**src/acc_regs.svh**
```systemverilog
// register offsets, field positions and reset values
`ifndef ACC_REGS_SVH
`define ACC_REGS_SVH

// ==========================================================================
// register offsets
`define ACC_CTRL_OFS      8'h00
`define ACC_MODE_OFS      8'h01
`define ACC_XIE_OFS       8'h02

// ==========================================================================
// control register fields
`define ACC_CTRL_EN_BIT   7
`define ACC_CTRL_OUT_BIT  6
`define ACC_CTRL_RIF_BIT  5
`define ACC_CTRL_FIF_BIT  4
`define ACC_CTRL_HYP_LSB  2
`define ACC_CTRL_HYN_LSB  0

// mode register fields
`define ACC_MODE_RIE_BIT  5
`define ACC_MODE_FIE_BIT  4
`define ACC_MODE_MD_LSB   0

// extended interrupt enable field
`define ACC_XIE_CMP_BIT   0

// ==========================================================================
// reset values
`define ACC_CTRL_RST      8'h00
`define ACC_MODE_RST      8'h02
`define ACC_XIE_RST       8'h00

`endif

```
**src/acc_pkg.sv**
```systemverilog
// types shared by the comparator control files
package acc_pkg;
  // hysteresis amount decoded from a two-bit field
  typedef enum logic [1:0] {
    ACC_HYS_OFF,
    ACC_HYS_SMALL,
    ACC_HYS_MEDIUM,
    ACC_HYS_LARGE
  } acc_hys_e;

  // settings delivered to the analog comparator
  typedef struct packed {
    logic       enable;
    logic [1:0] response_mode;
    acc_hys_e   pos_hys;
    acc_hys_e   neg_hys;
  } acc_analog_cfg_s;

  // register bus request
  typedef struct packed {
    logic [7:0] addr;
    logic [7:0] wdata;
    logic       wr;
    logic       rd;
  } acc_bus_req_s;
endpackage

```
**src/acc_sync.sv**
```systemverilog
// three-stage synchroniser with agreement filter for a pin input
`timescale 1ns/1ps
module acc_sync (
  input  wire logic sys_clk,
  input  wire logic rst_n,
  input  wire logic async_in,
  output logic      sync_out
);
  logic s1_reg;
  logic s2_reg;
  logic s3_reg;

  // first stage feeds only the second stage
  always_ff @(posedge sys_clk or negedge rst_n) begin
    if (!rst_n) begin
      s1_reg <= 1'b0;
      s2_reg <= 1'b0;
      s3_reg <= 1'b0;
    end else begin
      s1_reg <= async_in;
      s2_reg <= s1_reg;
      s3_reg <= s2_reg;
    end
  end

  // a change counts once stages two and three agree
  always_ff @(posedge sys_clk or negedge rst_n) begin
    if (!rst_n) begin
      sync_out <= 1'b0;
    end else if (s2_reg == s3_reg) begin
      sync_out <= s3_reg;
    end
  end
endmodule

```
**src/acc_top.sv**
```systemverilog
// comparator control wrapper: registers, edge flags, interrupt gating
`timescale 1ns/1ps
`include "acc_regs.svh"
module acc_top (
  input  wire logic                   sys_clk,
  input  wire logic                   rst_n,
  input  wire acc_pkg::acc_bus_req_s  bus_req,
  output acc_pkg::acc_analog_cfg_s    analog_cfg,
  output logic [7:0]                  bus_rdata,
  input  wire logic                   comparator_raw,
  output logic                        comparator_irq
);
  import acc_pkg::*;

  // ========================================================================
  // register state
  logic       comparator_enable_bit_reg;
  logic [1:0] negative_hysteresis_field_reg;
  logic [1:0] positive_hysteresis_field_reg;
  logic [1:0] response_mode_field_reg;
  logic       rising_irq_enable_reg;
  logic       falling_irq_enable_reg;
  logic       xie_cmp_reg;
  logic       rising_edge_flag_reg;
  logic       falling_edge_flag_reg;
  logic       cmp_sync;
  logic       cmp_prev_reg;
  logic       cmp_valid_reg;
  logic       rise_evt;
  logic       fall_evt;
  logic       wr_ctrl;
  logic       wr_mode;
  logic       wr_xie;
  logic [7:0] rdata_next;

  // reset words as constants so the async reset branch loads constants only
  localparam logic [7:0] ctrl_reset = `ACC_CTRL_RST;
  localparam logic [7:0] mode_reset = `ACC_MODE_RST;
  localparam logic [7:0] xie_reset  = `ACC_XIE_RST;

  // ========================================================================
  // pin input crossing
  acc_sync u_sync (
    .sys_clk  (sys_clk),
    .rst_n    (rst_n),
    .async_in (comparator_raw),
    .sync_out (cmp_sync)
  );

  // ========================================================================
  // write decode
  always_comb begin
    wr_ctrl = 1'b0;
    wr_mode = 1'b0;
    wr_xie  = 1'b0;
    if (bus_req.wr && bus_req.addr == `ACC_CTRL_OFS) begin
      wr_ctrl = 1'b1;
    end else if (bus_req.wr && bus_req.addr == `ACC_MODE_OFS) begin
      wr_mode = 1'b1;
    end else if (bus_req.wr && bus_req.addr == `ACC_XIE_OFS) begin
      wr_xie = 1'b1;
    end
  end

  // control register: enable and hysteresis fields
  always_ff @(posedge sys_clk or negedge rst_n) begin
    if (!rst_n) begin
      comparator_enable_bit_reg     <= ctrl_reset[`ACC_CTRL_EN_BIT];
      positive_hysteresis_field_reg <= ctrl_reset[`ACC_CTRL_HYP_LSB +: 2];
      negative_hysteresis_field_reg <= ctrl_reset[`ACC_CTRL_HYN_LSB +: 2];
    end else if (wr_ctrl) begin
      comparator_enable_bit_reg     <= bus_req.wdata[`ACC_CTRL_EN_BIT];
      positive_hysteresis_field_reg <=
        bus_req.wdata[`ACC_CTRL_HYP_LSB +: 2];
      negative_hysteresis_field_reg <=
        bus_req.wdata[`ACC_CTRL_HYN_LSB +: 2];
    end
  end

  // mode register: response time and edge enables
  always_ff @(posedge sys_clk or negedge rst_n) begin
    if (!rst_n) begin
      response_mode_field_reg <= mode_reset[`ACC_MODE_MD_LSB +: 2];
      rising_irq_enable_reg   <= mode_reset[`ACC_MODE_RIE_BIT];
      falling_irq_enable_reg  <= mode_reset[`ACC_MODE_FIE_BIT];
    end else if (wr_mode) begin
      response_mode_field_reg <= bus_req.wdata[`ACC_MODE_MD_LSB +: 2];
      rising_irq_enable_reg   <= bus_req.wdata[`ACC_MODE_RIE_BIT];
      falling_irq_enable_reg  <= bus_req.wdata[`ACC_MODE_FIE_BIT];
    end
  end

  // system-level comparator interrupt enable
  always_ff @(posedge sys_clk or negedge rst_n) begin
    if (!rst_n) begin
      xie_cmp_reg <= xie_reset[`ACC_XIE_CMP_BIT];
    end else if (wr_xie) begin
      xie_cmp_reg <= bus_req.wdata[`ACC_XIE_CMP_BIT];
    end
  end

  // ========================================================================
  // analog settings, registered so the analog side sees clean levels
  always_ff @(posedge sys_clk or negedge rst_n) begin
    if (!rst_n) begin
      analog_cfg <= '0;
    end else begin
      analog_cfg.enable        <= comparator_enable_bit_reg;
      analog_cfg.response_mode <= response_mode_field_reg;
      analog_cfg.pos_hys       <= acc_hys_e'(positive_hysteresis_field_reg);
      analog_cfg.neg_hys       <= acc_hys_e'(negative_hysteresis_field_reg);
    end
  end

  // ========================================================================
  // edge detection; while disabled the output is held low and no edges
  // count, the history restarts on enable so turn-on is not an edge
  always_ff @(posedge sys_clk or negedge rst_n) begin
    if (!rst_n) begin
      cmp_prev_reg  <= 1'b0;
      cmp_valid_reg <= 1'b0;
    end else begin
      cmp_prev_reg  <= cmp_sync;
      cmp_valid_reg <= comparator_enable_bit_reg;
    end
  end

  // output unsettled after power-up is the software's to wait out
  assign rise_evt = cmp_valid_reg && comparator_enable_bit_reg &&
                    cmp_sync && !cmp_prev_reg;
  assign fall_evt = cmp_valid_reg && comparator_enable_bit_reg &&
                    !cmp_sync && cmp_prev_reg;

  // sticky flags: a new edge wins over a clear in the same cycle
  always_ff @(posedge sys_clk or negedge rst_n) begin
    if (!rst_n) begin
      rising_edge_flag_reg  <= 1'b0;
      falling_edge_flag_reg <= 1'b0;
    end else begin
      if (rise_evt) begin
        rising_edge_flag_reg <= 1'b1;
      end else if (wr_ctrl) begin
        rising_edge_flag_reg <= bus_req.wdata[`ACC_CTRL_RIF_BIT];
      end
      if (fall_evt) begin
        falling_edge_flag_reg <= 1'b1;
      end else if (wr_ctrl) begin
        falling_edge_flag_reg <= bus_req.wdata[`ACC_CTRL_FIF_BIT];
      end
    end
  end

  // ========================================================================
  // interrupt request: flag and edge enable, gated by system enable
  always_ff @(posedge sys_clk or negedge rst_n) begin
    if (!rst_n) begin
      comparator_irq <= 1'b0;
    end else begin
      comparator_irq <= xie_cmp_reg &&
        ((rising_edge_flag_reg && rising_irq_enable_reg) ||
         (falling_edge_flag_reg && falling_irq_enable_reg));
    end
  end

  // ========================================================================
  // read mux; unmapped addresses read as zero
  always_comb begin
    rdata_next = 8'h00;
    if (bus_req.addr == `ACC_CTRL_OFS) begin
      rdata_next[`ACC_CTRL_EN_BIT]       = comparator_enable_bit_reg;
      rdata_next[`ACC_CTRL_OUT_BIT]      = cmp_sync && comparator_enable_bit_reg;
      rdata_next[`ACC_CTRL_RIF_BIT]      = rising_edge_flag_reg;
      rdata_next[`ACC_CTRL_FIF_BIT]      = falling_edge_flag_reg;
      rdata_next[`ACC_CTRL_HYP_LSB +: 2] = positive_hysteresis_field_reg;
      rdata_next[`ACC_CTRL_HYN_LSB +: 2] = negative_hysteresis_field_reg;
    end else if (bus_req.addr == `ACC_MODE_OFS) begin
      rdata_next[`ACC_MODE_RIE_BIT]     = rising_irq_enable_reg;
      rdata_next[`ACC_MODE_FIE_BIT]     = falling_irq_enable_reg;
      rdata_next[`ACC_MODE_MD_LSB +: 2] = response_mode_field_reg;
    end else if (bus_req.addr == `ACC_XIE_OFS) begin
      rdata_next[`ACC_XIE_CMP_BIT] = xie_cmp_reg;
    end
  end

  // read data stands only in the cycle after the strobe
  always_ff @(posedge sys_clk or negedge rst_n) begin
    if (!rst_n) begin
      bus_rdata <= 8'h00;
    end else if (bus_req.rd) begin
      bus_rdata <= rdata_next;
    end else begin
      bus_rdata <= 8'h00;
    end
  end
endmodule

```
**config.mk**
```make
export PLATFORM = sky130hd
export DESIGN_NAME = acc_top
export DESIGN_NICKNAME = d
export VERILOG_FILES = /design/src/acc_pkg.sv /design/src/acc_sync.sv /design/src/acc_top.sv
export VERILOG_INCLUDE_DIRS = /design/src /design/src/src
export SDC_FILE = /design/constraint.sdc
export NUM_CORES = 1
export LEC_CHECK = 0
export ABC_CLOCK_PERIOD_IN_PS = 2700
export BUFFER_PORTS_ARGS = -buffer_cell sky130_fd_sc_hd__clkbuf_2
export CAP_MARGIN = 20
export CORE_MARGIN = 2
export CORE_UTILIZATION = 40
export CTS_CLUSTER_DIAMETER = 120
export DETAILED_ROUTE_END_ITERATION = 16
export GPL_TIMING_DRIVEN = 0
export PLACE_DENSITY_LB_ADDON = 0.25
export REMOVE_ABC_BUFFERS = 1
export SLEW_MARGIN = 20
export SYNTH_ARGS = -nofsm -noshare
export SYNTH_HDL_FRONTEND = slang
export SYNTH_HIERARCHICAL = 1
export SYNTH_SLANG_ARGS = --single-unit
export TNS_END_PERCENT = 50
```
**constraint.sdc**
```tcl
create_clock -name sys_clk -period 2.7 [get_ports sys_clk]
set_clock_uncertainty 0.1 [all_clocks]
set_input_delay 0.135 -clock sys_clk [delete_from_list [all_inputs] [get_ports sys_clk]]
set_output_delay 0.135 -clock sys_clk [all_outputs]
set_load 0.05 [all_outputs]
```
# Yosys cells after proc, flatten, opt, wreduce, memory -nomap -nowiden
# Index checks and enable logic that the tools add are counted.
# W data, S select, Z words.
[word_totals]
output_inout_bits = 16
wordCells = 60
input_bits = 21
regBits = 33
[op_classes]
mux = 19
n_reduce_logical = 18
n_eq_ne = 3
[ops]
columns = ["op", "n"]
rows = [
  ["$mux W1", 13],
  ["$logic_and A1 B1 Y1", 12],
  ["$mux W2", 5],
  ["$eq A8 B1 Y1 const B", 1],
  ["$eq A8 B2 Y1 const B", 1],
  ["$logic_not A8 Y1", 1],
  ["$mux W8", 1],
  ["$reduce_bool A2 Y1", 2],
  ["$logic_not A1 Y1", 2],
  ["$eq A1 B1 Y1", 1],
  ["$logic_or A1 B1 Y1", 1],
]

# Logic depth before layout (Yosys ltp)
[depth]
depth_word = 5
ltp_mapped = 3
ltp_nobuf = 3

# Hierarchy
# Netlist, hierarchy kept.
[modules_own_cells]
columns = ["module", "seq_area_each_um2", "instances", "cells_each", "area_per_inst_um2"]
rows = [
  ["acc_top", 726.9, 1, 77, 1132.3],
  ["acc_sync", 100.1, 1, 5, 111.4],
]

# Worst setup path after synthesis
# Ideal clock, no wire load.
[synth_timing]
path_kind = "input port to flip-flop"
startpoint = "input port bus_req[15] (netlist name)"
endpoint = "register falling_irq_enable_reg"
setup_ns = 0.125
stages = 3
t_arrival_ns = 1.020
slack_ns = 1.455
n_path_buf = 0
required_time_ns = 2.475
path_cell_list = "nor4_4 -> nand3_1 -> mux2_2"
[synth_between]
elab_chain_cells = 4
word_cells_on_any_way = 6
classes_between = "1 x eq/ne; 2 x mux; 3 x reduce/logical"
[synth_lines]
columns = ["element", "line_no", "source"]
rows = [
  ["start, declared", "acc_top.sv:7", "input wire acc_pkg::acc_bus_req_s bus_req,"],
  ["$eq A8 B1 Y1 (no source line)", "-", ""],
  ["$logic_and A1 B1 Y1 (no source line)", "-", ""],
  ["$mux W1", "acc_top.sv:58", "end else if (bus_req.wr && bus_req.addr == `ACC_MODE_OFS) begin"],
  ["$mux W1 *", "acc_top.sv:56", "if (bus_req.wr && bus_req.addr == `ACC_CTRL_OFS) begin"],
  ["end signal, assigned", "acc_top.sv:85", "falling_irq_enable_reg <= mode_reset[`ACC_MODE_FIE_BIT];"],
  ["end signal, assigned", "acc_top.sv:89", "falling_irq_enable_reg <= bus_req.wdata[`ACC_MODE_FIE_BIT];"],
  ["end, declared", "acc_top.sv:22", "logic falling_irq_enable_reg;"],
]
# Every way passes the cells marked *; elsewhere a longest branch is shown, timed or not.
# A chain may end at the register's enable or synchronous reset.

# Worst setup path in the final report
[layout_timing]
startpoint = "input port bus_req[13] (netlist name)"
endpoint = "register negative_hysteresis_field_reg[0]"
[layout_between]
elab_chain_cells = 3
[layout_lines]
columns = ["element", "line_no", "source"]
rows = [
  ["$logic_not A8 Y1 (no source line)", "-", ""],
  ["$logic_and A1 B1 Y1 (no source line)", "-", ""],
  ["$mux W1", "acc_top.sv:56", ""],
  ["end signal, assigned", "acc_top.sv:70", "negative_hysteresis_field_reg <= ctrl_reset[`ACC_CTRL_HYN_LSB +: 2];"],
  ["end signal, assigned", "acc_top.sv:75", "negative_hysteresis_field_reg <="],
  ["end, declared", "acc_top.sv:18", "logic [1:0] negative_hysteresis_field_reg;"],
]
# No other way between the ends.

==> run_results.csv <==
group,metric,value,unit
logic_synthesis,yosys-top-cells-area,"dfrtp_1 64%, mux2_2 8.1%, nor4_4 3.4%",
global_routing,grt_pass1_vias,796,
critical_path,worstPathCellList,"clkbuf_2 > nor4_4 > nand3_4 > mux2_4",
worst_hold_path,min_path_type,"in2reg",
timing,fin_setup_tns,0,ns
finish,mostFrequentLayoutCell,"clkbuf_2",
clocking,clock_sinks,33,
critical_path,crit_path_max_incr_delay,0.53,ns
finish,area_delta_synth_final,30.2,%
finish,drive_above_1_share,0.459,
power_and_ir_drop,ir_drop,0.275,mV
critical_path,reg2reg_from,"u_sync/sync_out$_DFFE_PN0N_",
critical_path,setup.worst_path.start,"bus_req[13]",
floorplanning,die_area,3570,µm²
logic_synthesis,yosysSeqAreaShare,0.665,
clocking,path_clk_slew,0.10,ns
logic_synthesis,synth_cells,82,
floorplanning,ios,37,
critical_path,worstPathRequired,2.81,ns
finish,largest_reg_flops,8,
finish,largest_register,"bus_rdata",
critical_path,critPathKind,"in2reg",
global_routing,grt_use_total,0.148,
floorplanning,initial_utilization,0.414,
place,port_buffers,35,
global_routing,overflow,0,
power_and_ir_drop,leakagePower,0.824,nW
clocking,cts-htree-levels,2,
detailed_routing,drc,0,
finish,nNetsFinal,153,
place,place_area,1450,µm²
timing,maxSlewViolCount,0,
global_routing,grt_max_degree,34,
critical_path,reg2reg_slack,1.62,ns
logic_synthesis,yosysTopAreaCellShare,0.644,
status,status,"finished clean",
logic_synthesis,synth_top_family_by_area,"simple AND/OR/NAND/NOR gates",
clocking,cts_buffers,5,
global_routing,antenna_found_initial,0,
global_routing,grt_pass1_wl,3.72,mm
logic_synthesis,syn_avg_cell_area,15.2,µm²
critical_path,critPathMaxFanout,7,
finish,n_antenna_cell,0,
critical_path,worstPathArrival,1.35,ns
logic_synthesis,yosys_warnings,6,
logic_synthesis,synthAdderAreaFrac,0.00905,
flow_run,cap_violations,0,
critical_path,end_kind,"flop",
detailed_routing,routedWlPerCell,13.8,µm
logic_synthesis,synth-simple-area-share,0.169,
detailed_routing,via_per_inst,4.98,
timing,setup_violations,0,
timing,max_slew.worst_pin.slew,0.778,ns
timing,layout_min_cycle_time,1.23,ns
timing,worst_slack,1.47,ns
timing,slew_headroom,0.482,
logic_synthesis,synth-compound-area-share,0.0382,
logic_synthesis,synth_top_area_cell,"dfrtp_1",
logic_synthesis,yosysUniqueCellTypes,23,
clocking,insertion_delay,0.32,ns
finish,reg.largest.list,"bus_rdata: 8 flops, analog_cfg: 6 flops",
place,place_ws,1.09,ns
floorplanning,die_h,59.8,µm
floorplanning,rows,20,
critical_path,r2r_cells,3,
finish,final_cell_mix,"35 x clkbuf_2, 32 x dfrtp_1, 10 x nor2_1, 9 x mux2_2, 9 x dlygate4sd3_1",
critical_path,reg2reg_to,"falling_edge_flag_reg$_DFFE_PN0P_",
worst_hold_path,hold_start,"bus_req[0]",
clocking,cts_tree,"done",
logic_synthesis,synth_area,1240,µm²
timing,hold_violations,0,
power_and_ir_drop,p_per_area,597,nW/µm²
detailed_routing,vias,827,
detailed_routing,dr.pass1.iters,4,
detailed_routing,ant_nets,0,
worst_hold_path,hold_depth,3,
logic_synthesis,ys_ff_latch,33,
timing,max_freq,812,MHz
timing,period_share,0.456,
worst_hold_path,hold-path-endpoint,"bus_rdata[1]$_DFF_PN0_",
detailed_routing,drt_first_iter_violations,15,
clocking,clock_path_buffers,2,
floorplanning,die_w,59.8,µm
floorplanning,core_area,3000,µm²
detailed_routing,wirelength,2.29,mm
logic_synthesis,synthMuxAreaShare,0.110,
timing,rsz0062_at_grt,"no",
clocking,cts_setup_buffers,0,
place,place_congestion,0.697,
critical_path,cp-start-kind,"input pin",
finish,final_cell_area,1620,µm²
logic_synthesis,synth-xor-area-share,0,
clocking,clockRootBuffer,"clkbuf_4",
critical_path,critPathSlowestCell,"nor4_4",
area by class of cell:
type	count	area, µm²
Inverter	1	3.75
Clock buffer	6	41.3
Multi-Input combinational cell	47	405
Timing Repair Buffer	44	265
Clock inverter	2	35.0
Tap cell	33	41.3
Sequential cell	33	827
Fill cell	251	1380
report_power, final:
group	internal [W]	switching, W	total [W]
clock network	0.000194	0.000158	0.000352
registers	0.000513	0.0000124	0.000526
logic	0.0000366	0.0000526	0.0000892
worst max-delay path by stage:
stage	endpoint	slack [ns]	cells past startpoint
detailed placement	negative_hysteresis_field_reg[0]$_DFFE_PN0P_	1.09	4
finish	negative_hysteresis_field_reg[0]$_DFFE_PN0P_	1.47	4
global placement	falling_irq_enable_reg$_DFFE_PN0P_	1.12	4
CTS	negative_hysteresis_field_reg[0]$_DFFE_PN0P_	1.45	4
floorplan	falling_irq_enable_reg$_DFFE_PN0P_	1.46	3
global route	negative_hysteresis_field_reg[0]$_DFFE_PN0P_	1.40	4
Yosys cell counts:
master and n:
nand4_1 1, a22oi_1 4, nand3_1 1, nor2_1 10
inv_1 1, o22ai_1 1, nor4_4 2, and2_1 1
nor3_1 1, and3_2 3, dfstp_2 1, and4b_1 2
buf_4 1, nor2b_1 2, mux2i_1 2, nor4b_4 1
nand3_4 1, o2111a_1 1, nand2_1 3, dfrtp_1 32
maj3_2 1, mux2_4 1, mux2_2 9
routing by layer:
metal  track usage  share of wire  vias to the layer above
li1              -              -                      395
met1         0.172           0.40                      397
met4        0.0571          0.017                        0
met3        0.0606          0.065                        6
met2         0.244           0.52                       29
met5             0              0                        -
timing repair:
item / CTS / global route
hold endpoints to repair: 45 / 0
hold buffers: 9 / 0
resized for setup: 0 / 0
logic make-up (layout without fill, tap and decap cells):
group | Yosys count | in the layout
adders and majority gates | 1 | 1
muxes | 12 | 12
buffers and inverters | 2 | 53
DFF | 33 | 33
and+or+nand+nor | 28 | 28
AOI/OAI and AO/OA | 6 | 6
through the flow:
step,power (W),hold slack (ns),util,instances
2_1_floorplan,0.000572,-0.261,-,81
3_3_place_gp,0.000612,0.143,0.484,149
3_5_place_dp,0.000617,0.145,0.484,149
4_1_cts,0.000981,0.0204,0.539,166
5_1_grt,0.00101,0.0420,0.539,166
6_report,0.000967,0.0198,0.539,166
worst max-delay path: cells and delay by family:
family | cells | cell delay [ns]
simple gates | 2 | 0.74
mux | 1 | 0.33
buf+inv | 1 | 0.13
Note: power is estimated with default switching activity, not from simulation.
